**src/logic/mmc_defines.svh**
```systemverilog
// Timing constants for the module management control block
`ifndef MMC_DEFINES_SVH
`define MMC_DEFINES_SVH
`define MMC_CLK_HZ          20000000
`define MMC_T_INIT_MS       2000
`define MMC_T_RESET_US      2
`define MMC_T_LOW_POWER_PIN_US     100
`define MMC_T_INT_ON_MS     200
`define MMC_T_INT_OFF_US    500
`define MMC_T_LOS_MS        100
`define MMC_T_MASK_MS       100
`define MMC_T_SEL_US        100
`define MMC_T_PDOWN_MS      100
`define MMC_T_PUP_MS        300
`define MMC_RESET_CYC       ((`MMC_T_RESET_US * (`MMC_CLK_HZ / 1000000)) + 1)
`define MMC_INIT_CYC        (`MMC_T_INIT_MS * (`MMC_CLK_HZ / 1000))
`define MMC_PUP_CYC         (`MMC_T_PUP_MS * (`MMC_CLK_HZ / 1000))
`define MMC_FLAG_W          8
`endif

```
**src/logic/mmc_pkg.sv**
```systemverilog
// Types for the module management control block
package mmc_pkg;
	typedef enum logic [1:0] {
		MMC_ST_INIT,
		MMC_ST_READY,
		MMC_ST_LOWPWR,
		MMC_ST_WAKE
	} mmc_state_e;

	typedef struct packed {
		mmc_state_e  state;
		logic [31:0] timer;
		logic [7:0]  rst_cnt;
		logic        rst_hit;
		logic [1:0]  rst_sync;
		logic [1:0]  lp_sync;
		logic [1:0]  sel_sync;
		logic [7:0]  flags;
		logic        not_ready;
		logic        low_power;
		logic        bus_enable;
		logic        int_n;
	} mmc_state_s;
endpackage

```
**src/logic/mmc_control.sv**
```systemverilog
// Management, status and timing control of a pluggable optical module
`timescale 1ns/10ps
`include "mmc_defines.svh"

// Operation
// - Fully functional within 2000 ms of power-on
// - Reset pin low longer than 2 us
// - Answer serial bus within 2000 ms
// - Clear data-not-ready and assert interrupt
// - Functional within 2000 ms after reset release
// - Low-power pin lowers power within 100 us
// - Interrupt low within 200 ms of condition
// - Read clears flag; interrupt releases within 500 us
// - Receive-loss flag and interrupt within 100 ms
// - Transmit-fault flag and interrupt within 200 ms
// - Other flags and interrupt within 200 ms
// - Set mask inhibits flag's interrupt in 100 ms
// - Cleared mask restores interrupt within 100 ms
// - Module select enables bus within 100 us
// - Deselect stops bus answers within 100 us
// - Power-down bit lowers power within 100 ms
// - Power-down cleared: functional within 300 ms
// - Functional shown by interrupt with data ready (code: only when leaving init, not on wake from power-down)
// - Flag clear timed from read stop edge
// - Mask and power bits timed from write stop edge
module mmc_control
	import mmc_pkg::*;
#(
	parameter int INIT_CYCLES = `MMC_INIT_CYC,
	parameter int PUP_CYCLES  = `MMC_PUP_CYC,
	parameter int FLAG_W      = `MMC_FLAG_W
) (
	input  wire logic              clk_sys,
	input  wire logic              reset,
	input  wire logic              module_reset_n,
	input  wire logic              low_power_pin,
	input  wire logic              module_select_n,
	input  wire logic              rx_loss_event,
	input  wire logic              tx_fault_event,
	input  wire logic [FLAG_W-3:0] other_flag_event,
	input  wire logic [FLAG_W-1:0] flag_mask,
	input  wire logic              flag_read_done,
	input  wire logic              power_down_bit,
	output logic                   interrupt_out_n,
	output logic                   data_not_ready,
	output logic [FLAG_W-1:0]      flag_status,
	output logic                   low_power,
	output logic                   serial_bus_enable,
	output logic                   fully_functional
);
	// Flags live in an 8-bit field; rx, tx and at least one other are needed
	if (FLAG_W < 3 || FLAG_W > 8 || INIT_CYCLES < 1 || PUP_CYCLES < 1) begin : g_bad_param
		$error("mmc_control: unsupported parameter values");
	end

	mmc_state_s r;
	mmc_state_s next_r;
	logic       pin_reset_n;
	logic       lp_req;
	logic [7:0] events;

	assign pin_reset_n = r.rst_sync[1];
	assign lp_req      = r.lp_sync[1] | power_down_bit;
	assign events      = 8'(FLAG_W'({other_flag_event, tx_fault_event, rx_loss_event}));

	always_comb begin
		next_r          = r;
		next_r.rst_sync = {r.rst_sync[0], module_reset_n};
		next_r.lp_sync  = {r.lp_sync[0], low_power_pin};
		next_r.sel_sync = {r.sel_sync[0], module_select_n};
		next_r.timer    = r.timer + 32'h1;
		// Pulse filter: short glitches on the reset pin are ignored except in init, where any low sample holds the timer at zero
		if (!pin_reset_n) begin
			if (r.rst_cnt < 8'(`MMC_RESET_CYC))
				next_r.rst_cnt = r.rst_cnt + 8'h1;
			else
				next_r.rst_hit = 1'b1;
		end else begin
			next_r.rst_cnt = 8'h0;
		end
		// Events set flags; a set in the read-clear cycle wins
		if (flag_read_done)
			next_r.flags = 8'h0;
		next_r.flags = next_r.flags | events;
		// Serial bus follows select within a few cycles once out of init
		next_r.bus_enable = !r.sel_sync[1] && r.state != MMC_ST_INIT;
		unique case (r.state)
			MMC_ST_INIT: begin
				next_r.not_ready = 1'b1;
				next_r.low_power = lp_req;
				if (r.rst_hit || !pin_reset_n) begin
					next_r.timer = 32'h0;
					next_r.rst_hit = pin_reset_n ? 1'b0 : r.rst_hit;
				end else if (r.timer >= 32'(INIT_CYCLES - 1)) begin
					next_r.state     = MMC_ST_READY;
					next_r.not_ready = 1'b0;
				end
			end
			MMC_ST_READY: begin
				if (lp_req) begin
					next_r.state     = MMC_ST_LOWPWR;
					next_r.low_power = 1'b1;
				end
			end
			MMC_ST_LOWPWR: begin
				next_r.low_power = 1'b1;
				if (!lp_req) begin
					next_r.state = MMC_ST_WAKE;
					next_r.timer = 32'h0;
				end
			end
			MMC_ST_WAKE: begin
				if (lp_req) begin
					next_r.state = MMC_ST_LOWPWR;
				end else if (r.timer >= 32'(PUP_CYCLES - 1)) begin
					next_r.state     = MMC_ST_READY;
					next_r.low_power = 1'b0;
				end
			end
		endcase
		// Qualified pin reset restarts initialization
		if (r.rst_hit && r.state != MMC_ST_INIT) begin
			next_r.state     = MMC_ST_INIT;
			next_r.timer     = 32'h0;
			next_r.not_ready = 1'b1;
		end
		// Mask gates each flag; data-ready itself also pulls the line low
		next_r.int_n = !((|(next_r.flags & 8'(flag_mask ^ {FLAG_W{1'b1}})))
			|| (r.state == MMC_ST_INIT && next_r.state == MMC_ST_READY));
	end

	always_ff @(posedge clk_sys) begin
		if (reset) begin
			r            <= '0;
			r.state      <= MMC_ST_INIT;
			r.rst_sync   <= 2'h3;
			r.lp_sync    <= 2'h0;
			r.sel_sync   <= 2'h3;
			r.not_ready  <= 1'b1;
			r.int_n      <= 1'b1;
		end else begin
			r <= next_r;
		end
	end

	assign interrupt_out_n   = r.int_n;
	assign data_not_ready    = r.not_ready;
	assign flag_status       = FLAG_W'(r.flags);
	assign low_power         = r.low_power;
	assign serial_bus_enable = r.bus_enable;
	assign fully_functional  = (r.state == MMC_ST_READY);
endmodule // mmc_control

```
**config.mk**
```make
export PLATFORM = sky130hd
export DESIGN_NAME = mmc_control
export DESIGN_NICKNAME = d
export VERILOG_FILES = /design/src/logic/mmc_pkg.sv /design/src/logic/mmc_control.sv
export VERILOG_INCLUDE_DIRS = /design/src /design/src/logic
export SDC_FILE = /design/constraint.sdc
export NUM_CORES = 1
export LEC_CHECK = 0
export ABC_AREA = 1
export BUFFER_PORTS_ARGS = -buffer_cell sky130_fd_sc_hd__buf_2
export CAP_MARGIN = 5
export CORE_MARGIN = 2
export CORE_UTILIZATION = 38
export DETAILED_ROUTE_END_ITERATION = 10
export SETUP_SLACK_MARGIN = 0.15
export SYNTH_ARGS = -nofsm -noshare
export SYNTH_HDL_FRONTEND = slang
export SYNTH_SLANG_ARGS = --single-unit
```
**constraint.sdc**
```tcl
create_clock -name clk_sys -period 1.7 [get_ports clk_sys]
set_input_delay 0.34 -clock clk_sys [delete_from_list [all_inputs] [get_ports clk_sys]]
set_output_delay 0.34 -clock clk_sys [all_outputs]
set_load 0.005 [all_outputs]
```
==> results.ini, run 1 <==
[setup_path]
crit_chain=ha_4 -> nand3_4 -> nor2_8 -> buf_6 -> nand2_8 -> inv_6 -> nand3_4 -> nor3_4 -> xnor2_1 -> nor2_1
crit_required_ps=1940
path_max_fanout=4
critPathBufInv=2
cp-end-kind=flop
crit_type=reg2reg
cp_top_family=simple AND/OR/NAND/NOR gates
crit_top_cell=nand3_4
crit_path_max_incr_delay_ps=370
critPathLaunchType=flop
cp_data_arrival_time_ps=1860
cpMaxStageDelayCell=dfxtp_4

[floorplan]
core_area_um2=7770
io_pins=36
initial_core_util=0.395
rows=32
die_x_um=93.9
die_area_um2=8820
die_h_um=93.9

[run]
drv_cap=0

[cells_and_area]
final_cell_mix=nor2_1, nand2_1, dfxtp_1, inv_1, buf_2
layout.nets=519
areaGrowthSynthToFinish_pct=32.2
instances_no_fill=596
postLayoutCellArea_um2=4060
final_common_cell=nor2_1
antenna_cells=0
layout-drive-gt1-share=0.362

[yosys]
syn-instance-count=423
syn_nets=453
yosysSeqAreaShare=0.398
synth-main-ff-cell=dfxtp_1
async_flop_share=0
synth-seq-cells=61
synthesis.area_um2=3070
ys_types=35
synth_edf_count=0
syn_avg_cell_area_um2=7.26
synth_warnings=0

[clock_network]
path_clk_slew_ps=80
cts.path.max_buffers=2
numCtsBuffers=9
clk_latency_ps=350
cts_tree=yes
cts_root_buf=clkbuf_8
htreeDepth=3
clock_sinks=61

[placement]
numPlacedInstances=568
post-dp-hpwl_mm=4.89
portBuffers=35
routabilityCongestion=0.869
place_area_um2=3450

[power_and_ir_drop]
p_switching_mw=0.711
power_density_nw_per_um2=793
total_power_mw=3.22
ir_drop_mv=0.516
p_comb_frac=0.050
leakagePower_nw=1.66
clockPowerShare=0.493
p_sw_frac=0.221
p_int_mw=2.51
seq_power_share=0.456

[sta]
worstMarginPinSlew_ps=309
skew_ps=12.2
setup_viol=0
post-route-period-util=0.951
drv_slew=0
max_freq_mhz=619
fin_crit_ps=1620
timing.slew.headroom=0.793
rsz0062_at_grt=true
timing.hold.ws_ps=171
hold_viol=0

[grt]
use_met2=0.255
overflow=0
grt_pass1_wl_mm=11.3
grt_use_total=0.162
grtUsageMet3=0.0361
use_met1=0.208
antenna_found_initial=0
busiest_layer=met2
grt_pass1_vias=2624
grt_max_degree=17

[drt]
num_vias=2861
wl_per_cell_um=11.8
drt_iter0_drc=87
first_pass_iters=4
finalWirelength_mm=7.00
drc=0
postRouteAntennaNets=0
avgViaCountPerCell=4.80

[run_status]
status=completed

[min_path]
hp-class=in2reg

==> final timing paths <==
path | start | to | slack (ps) | cells past startpoint
worst max register to register | r[27]$_SDFF_PP0_ | r[55]$_SDFF_PP0_ | 80 | 10
worst min-delay path | module_reset_n | next_r[17]$_SDFF_PP1_ | 170 | 2
worst min register to register | r[13]$_SDFF_PP1_ | serial_bus_enable$_SDFF_PP0_ | 390 | 1
worst max-delay path | r[27]$_SDFF_PP0_ | r[55]$_SDFF_PP0_ | 80 | 10
==> metal layers <==
metal,wire [um],part of all wire
met5,0,0
met4,160,0.023
met3,340,0.049
met2,3260,0.47
met1,3240,0.46
==> flip-flops by register name, summed over array words and instances, names as in the netlist <==
register and cells:
low_power 1, r 45, interrupt_out_n 1, pin_reset_n 1, flag_status 8, serial_bus_enable 1, data_not_ready 1, next_r 3
==> timing repair <==
item | in CTS | in global routing
buffers inserted | 4 | 7
resized for setup | 27 | 60
endpoints found under the hold margin | 0 | 0
endpoints found under the setup margin | 26 | 40
pin swaps | 8 | 17
cloned | 1 | 0
hold buffers | 0 | 0
==> synth_stat cells, drive strengths merged (6+ instances only) <==
library cell | n | area share
a21oi | 31 | 0.051
buf | 11 | 0.024
dfxtp | 61 | 0.40
ha | 7 | 0.029
inv | 54 | 0.066
nand2 | 73 | 0.097
nand3 | 25 | 0.053
nand4 | 9 | 0.018
nor2 | 81 | 0.12
nor3 | 19 | 0.033
o21ai | 14 | 0.023
or2 | 6 | 0.012
xor2 | 8 | 0.023
==> logic make-up after synthesis <==
kind of cell | count (synthesis) | share of synthesized area
AND/OR/NAND/NOR | 220 | 0.348
buffers and inverters | 67 | 0.0929
flip-flops | 61 | 0.398
AO/OA/AOI/OAI | 57 | 0.102
XOR/XNOR | 11 | 0.0314
adder cells (fa/ha/maj) | 7 | 0.0285
==> area by class of cell <==
class / count / area, um^2
fillers: 743 / 3710
multi-input cells: 295 / 1790
flip-flops and latches: 61 / 1250
repair buffers: 67 / 430
inverters: 54 / 211
well taps: 102 / 128
clock buffers: 9 / 124
clock inverters: 7 / 121
repair inverters: 1 / 7.51
==> per-stage QoR <==
| step | setup TNS (ps) | utilization | setup slack [ps] |
|---|---|---|---|
| detailed placement | -113 | 0.444 | -48.1 |
| global route | 0 | 0.523 | 4.11 |
| finish | 0 | 0.523 | 83.2 |
| floorplan | 0 | - | 152 |
| global placement | -51.7 | 0.444 | -51.7 |
| CTS | 0 | 0.492 | 141 |
==> power by group through the flow <==
stage	logic, mW	registers, mW	clock network [mW]
finish	0.162	1.47	1.59
global route	0.185	1.47	1.69
global placement	0.144	1.50	0
CTS	0.158	1.47	1.63
detailed placement	0.145	1.50	0
floorplan	0.0951	1.50	0
Note: power is estimated with default switching activity, not from simulation.
==> inputs of run 2 (changes only) <==
--- a/config.mk
+++ b/config.mk
@@ -11,6 +11,7 @@
 export CAP_MARGIN = 5
 export CORE_MARGIN = 2
 export CORE_UTILIZATION = 38
+export CTS_BUF_LIST = sky130_fd_sc_hd__clkbuf_16
 export DETAILED_ROUTE_END_ITERATION = 10
 export SETUP_SLACK_MARGIN = 0.15
 export SYNTH_ARGS = -nofsm -noshare
==> run 2 against run 1 <==
Compared with the run above: power up 16%; utilization up 0.31 points; die area unchanged; hold slack better by 26 ps; first-iteration DRC count down 5.7%; clock power up 33%; clock skew down 4.7 ps; routed wire length down 1.8%; critical path depth unchanged; largest power group unchanged.
==> results.ini, run 2 (synthesis gave the netlist of run 1 again) <==
[run_status]
status=completed

[placement]
portBuffers=35  ; unchanged
post-dp-hpwl_mm=4.89  ; unchanged
place_ws_ps=-48.1  ; unchanged
routabilityCongestion=0.869  ; unchanged
numPlacedInstances=568  ; unchanged

[clock_network]
cts.path.max_buffers=2  ; unchanged
clk_latency_ps=320  ; -30 ps
cts_tree=yes
htreeDepth=3  ; unchanged
cts_root_buf=clkbuf_16
cts_hold_buf=0  ; unchanged
path_clk_slew_ps=60  ; -20 ps
clock_sinks=61  ; unchanged
numCtsBuffers=9  ; unchanged

[cells_and_area]
layout.nets=516  ; -0.58%
areaGrowthSynthToFinish_pct=33.0
regMostFlops=r
multiInputGateArea_um2=1740  ; -2.4%
layout-drive-gt1-share=0.330  ; -0.0324
largest_reg_flops=45  ; unchanged
fill_cells=741  ; -0.27%
final_common_cell=nor2_1
antenna_cells=0  ; unchanged
final_cell_mix=nor2_1, nand2_1, dfxtp_1, inv_1, buf_2
seqCellArea_um2=1240  ; -0.80%
instances_no_fill=593  ; -0.50%
post-route-util=0.526  ; +0.00306

[floorplan]
die_area_um2=8820  ; unchanged
core_area_um2=7770  ; unchanged
rows=32  ; unchanged
die_x_um=93.9  ; unchanged
die_h_um=93.9  ; unchanged
initial_core_util=0.395  ; unchanged
io_pins=36  ; unchanged

[setup_path]
cp_data_arrival_time_ps=1820  ; -40 ps
critPathLaunchType=flop
crit_chain=ha_4 -> nand3_4 -> nor2_8 -> buf_6 -> nand2_8 -> inv_6 -> nand3_4 -> nor3_4 -> xnor2_1 -> nor2_1
crit_path_max_incr_delay_ps=360  ; about the same
cpMaxStageDelayCell=dfxtp_4
crit_type=reg2reg
critPathBufInv=2  ; unchanged
crit_required_ps=1920  ; -20 ps
path_max_fanout=4  ; unchanged
cp-end-kind=flop
crit_top_cell=nand3_4
cp_top_family=simple AND/OR/NAND/NOR gates

[grt]
grt_pass1_wl_mm=11.3  ; -0.43%
use_met2=0.254  ; -0.00119
grt_max_degree=17  ; unchanged
grtUsageMet3=0.0457  ; +0.00963
use_met1=0.206  ; -0.00249
antenna_found_initial=0  ; unchanged
busiest_layer=met2
grt_pass1_vias=2608  ; -0.61%
overflow=0  ; unchanged
grt_use_total=0.160  ; -0.00254

[sta]
post-route-period-util=0.941  ; -0.00959
setup_tns_ps=0  ; unchanged
drv_slew=0  ; unchanged
rsz0062_at_grt=true
timing.slew.headroom=0.789  ; -0.00405
max_freq_mhz=625  ; +1.0%
hold_viol=0  ; unchanged
skew_ps=7.49  ; -4.71 ps
worstMarginPinSlew_ps=315  ; +6.06 ps
setup_viol=0  ; unchanged
fin_crit_ps=1600  ; -16.3 ps
setup_slack_ps=99.5  ; +16.3 ps

[drt]
first_pass_iters=4  ; unchanged
postRouteAntennaNets=0  ; unchanged
wl_per_cell_um=11.6  ; -1.3%
drt_iter0_drc=82  ; -5.7%
avgViaCountPerCell=4.78  ; -0.44%
finalWirelength_mm=6.88  ; -1.8%
num_vias=2834  ; -0.94%
drc=0  ; unchanged

[run]
drv_cap=0  ; unchanged

[power_and_ir_drop]
ir_drop_mv=0.646  ; +25%
total_power_mw=3.74  ; +16%
leakagePower_nw=1.69  ; +1.7%
power_density_nw_per_um2=915  ; +15%

[min_path]
hp-class=in2reg

run 2: per-stage QoR:
stage | cell area [um^2] | hold slack, ps
3_3_place_gp | 3450 | 378
4_1_cts | 3910 | 189
5_1_grt | 4090 | 193
2_1_floorplan | 3080 | 367
3_5_place_dp | 3450 | 380
6_report | 4090 | 196
run 2: where the power goes:
| part | total (mW) | switching, mW | internal (mW) |
|---|---|---|---|
| clock | 2.11 | 0.667 | 1.44 |
| combinational | 0.158 | 0.0832 | 0.0752 |
| sequential | 1.47 | 0.0161 | 1.46 |
run 2: worst reg2reg max path: stages (launching register included):
cell and delay, ps:
dfxtp_4 360, ha_4 150, nand3_4 100, nor2_8 170, buf_6 130, nand2_8 60
inv_6 70, nand3_4 100, nor3_4 190, xnor2_1 130, nor2_1 50
run 2: metal layers:
metal	vias to the layer above	wire length, um
met2	54	3200
met3	16	280
li1	1490	-
met1	1274	3250
met4	0	151
met5	-	0
run 2: cell type report:
type	instances	share of cell area
Clock buffer	9	0.0551
Clock inverter	7	0.0297
Inverter	54	0.0524
Multi-Input combinational cell	295	0.427
Sequential cell	61	0.304
Tap cell	102	0.0312
Timing Repair Buffer	64	0.0989
Timing Repair inverter	1	0.00184
run 2: path summary, 6_finish.rpt:
kind | slack, ps | end | depth (start not counted) | start
max | 100 | r[55]$_SDFF_PP0_ | 10 | r[27]$_SDFF_PP0_
min | 200 | next_r[17]$_SDFF_PP1_ | 2 | module_reset_n
max reg2reg | 100 | r[55]$_SDFF_PP0_ | 10 | r[27]$_SDFF_PP0_
min reg2reg | 390 | serial_bus_enable$_SDFF_PP0_ | 1 | r[13]$_SDFF_PP1_
run 2: repair_timing:
action	4_1_cts	5_1_grt
endpoints found under the setup margin	26	40
pin swaps	8	14
gates resized for setup	24	43
setup buffers	4	4
cloned	1	0
==> inputs of run 3 (changes only) <==
==> constraint.sdc (replaced) <==
create_clock -name clk_sys -period 1.65 [get_ports clk_sys]
set_input_delay 0.33 -clock clk_sys [delete_from_list [all_inputs] [get_ports clk_sys]]
set_output_delay 0.33 -clock clk_sys [all_outputs]
set_load 0.005 [all_outputs]
==> run 3 against run 2 <==
Compared with the run above: combinational power up 18%; worst setup slack worse by 68 ps; largest cell class unchanged; die area unchanged; clock skew down 2.3 ps; non-clock buffer count up 9; sequential cell count unchanged; critical path type unchanged.
==> results.ini, run 3 (synthesis gave the netlist of run 1 again) <==
[setup_path]
crit_type=reg2reg
critPathLaunchType=flop
path_max_fanout=6  ; +2
cp_data_arrival_time_ps=1870  ; +50 ps
crit_chain=inv_1 -> nand2_1 -> nor3_1 -> nand3_1 -> a21oi_2 -> nand3_2 -> o21bai_1 -> nand2_1 -> nor2_1
cpMaxStageDelayCell=dfxtp_1
crit_top_cell=nand2_1
crit_path_max_incr_delay_ps=360  ; about the same
worst-r2r-cell-count=9  ; -1
crit_required_ps=1900  ; -20 ps
cp-end-kind=flop

[placement]
place_area_um2=3480  ; +0.80%
routabilityCongestion=0.851  ; -2.0%
place_ws_ps=-6.73  ; +41.3 ps
post-dp-hpwl_mm=4.85  ; -0.96%
portBuffers=35  ; unchanged

[sta]
skew_ps=5.20  ; -2.29 ps
hold_viol=0  ; unchanged
fin_crit_ps=1620  ; +18.2 ps
rsz0062_at_grt=true
timing.hold.ws_ps=185  ; -11.4 ps
setup_slack_ps=31.3  ; -68.2 ps
setup_viol=0  ; unchanged
drv_slew=0  ; unchanged
timing.slew.headroom=0.746  ; -0.0436
worstMarginPinSlew_ps=378  ; +62.6 ps
max_freq_mhz=618  ; -1.1%
post-route-period-util=0.981  ; +0.0395

[drt]
num_vias=2902  ; +2.4%
first_pass_iters=4  ; unchanged
wl_per_cell_um=11.9  ; +2.3%
finalWirelength_mm=7.13  ; +3.7%
avgViaCountPerCell=4.83  ; +1.0%
drc=0  ; unchanged
postRouteAntennaNets=0  ; unchanged
drt_iter0_drc=146  ; +78%

[cells_and_area]
fill_cells=752  ; +1.5%
largest_reg_flops=45  ; unchanged
seqCellArea_um2=1250  ; +0.61%
multiInputGateArea_um2=1820  ; +4.2%
post-route-util=0.539  ; +0.0132
final_common_cell=nor2_1
antenna_cells=0  ; unchanged
postLayoutCellArea_um2=4190  ; +2.5%
areaGrowthSynthToFinish_pct=36.3
regMostFlops=r
final_cell_mix=nor2_1, nand2_1, dfxtp_1, inv_1, buf_2
layout.nets=524  ; +1.6%
layout-drive-gt1-share=0.365  ; +0.0348

[clock_network]
htreeDepth=3  ; unchanged
cts_root_buf=clkbuf_16
path_clk_slew_ps=50  ; about the same
clock_sinks=61  ; unchanged
clk_latency_ps=320  ; about the same
cts_tree=yes
numCtsBuffers=9  ; unchanged
cts.path.max_buffers=2  ; unchanged

[power_and_ir_drop]
leakagePower_nw=1.72  ; +1.9%
power_density_nw_per_um2=833  ; -9.0%
ir_drop_mv=0.637  ; -1.3%
total_power_mw=3.49  ; -6.7%

[run]
drv_cap=0  ; unchanged

[grt]
grt_use_total=0.172  ; +0.0117
grt_pass1_wl_mm=12.0  ; +6.4%
antenna_found_initial=0  ; unchanged
overflow=0  ; unchanged
grt_max_degree=21  ; +4
grt_pass1_vias=2742  ; +5.1%

[floorplan]
die_x_um=93.9  ; unchanged
io_pins=36  ; unchanged
die_area_um2=8820  ; unchanged
rows=32  ; unchanged
die_h_um=93.9  ; unchanged
core_area_um2=7770  ; unchanged
initial_core_util=0.395  ; unchanged

[run_status]
status=completed

[min_path]
hp-class=in2reg
hold_depth=2  ; unchanged

run 3: cell type report:
| class | instances | area share |
|---|---|---|
| Timing Repair Buffer | 73 | 0.121 |
| Clock buffer | 9 | 0.0538 |
| Inverter | 54 | 0.0490 |
| Clock inverter | 7 | 0.0140 |
| Tap cell | 102 | 0.0305 |
| Multi-Input combinational cell | 295 | 0.434 |
| Sequential cell | 61 | 0.298 |
run 3: routing by layer:
layer	track usage	up-vias	share of wire
li1	-	1501	-
met3	0.0474	18	0.046
met1	0.217	1320	0.47
met4	0.0882	0	0.027
met2	0.267	63	0.46
met5	0	-	0
run 3: path summary, 6_finish.rpt:
check | from | to | slack, ps
setup reg to reg | r[50]$_SDFF_PP0_ | r[60]$_SDFF_PP0_ | 30
hold reg to reg | r[13]$_SDFF_PP1_ | serial_bus_enable$_SDFF_PP0_ | 390
hold / removal | module_reset_n | next_r[17]$_SDFF_PP1_ | 180
setup / recovery | r[50]$_SDFF_PP0_ | r[60]$_SDFF_PP0_ | 30
run 3: report_power, final:
part	leakage (nW)	switching, mW	total (mW)	internal [mW]
clock	0.145	0.641	1.79	1.14
combinational	1.07	0.0924	0.187	0.0945
sequential	0.504	0.0159	1.52	1.50
run 3: per-stage QoR:
step	TNS, ps	cells
5_1_grt	-122	601
6_report	0	601
2_1_floorplan	0	423
4_1_cts	0	593
3_5_place_dp	-12.8	568
3_3_place_gp	-4.08	568
run 3: repair_timing:
action | 4_1_cts | 5_1_grt
gates resized for setup | 29 | 55
pin swaps | 9 | 15
cloned | 1 | 1
hold buffers | 0 | 0
endpoints found under the setup margin | 32 | 43
setup buffers | 8 | 7
run 3: worst max-delay path, delay by kind of cell (launching register included):
| kind | cells | cell delay, ps |
|---|---|---|
| compound gates | 2 | 360 |
| buf+inv | 1 | 150 |
| flops | 1 | 360 |
| simple gates | 6 | 670 |
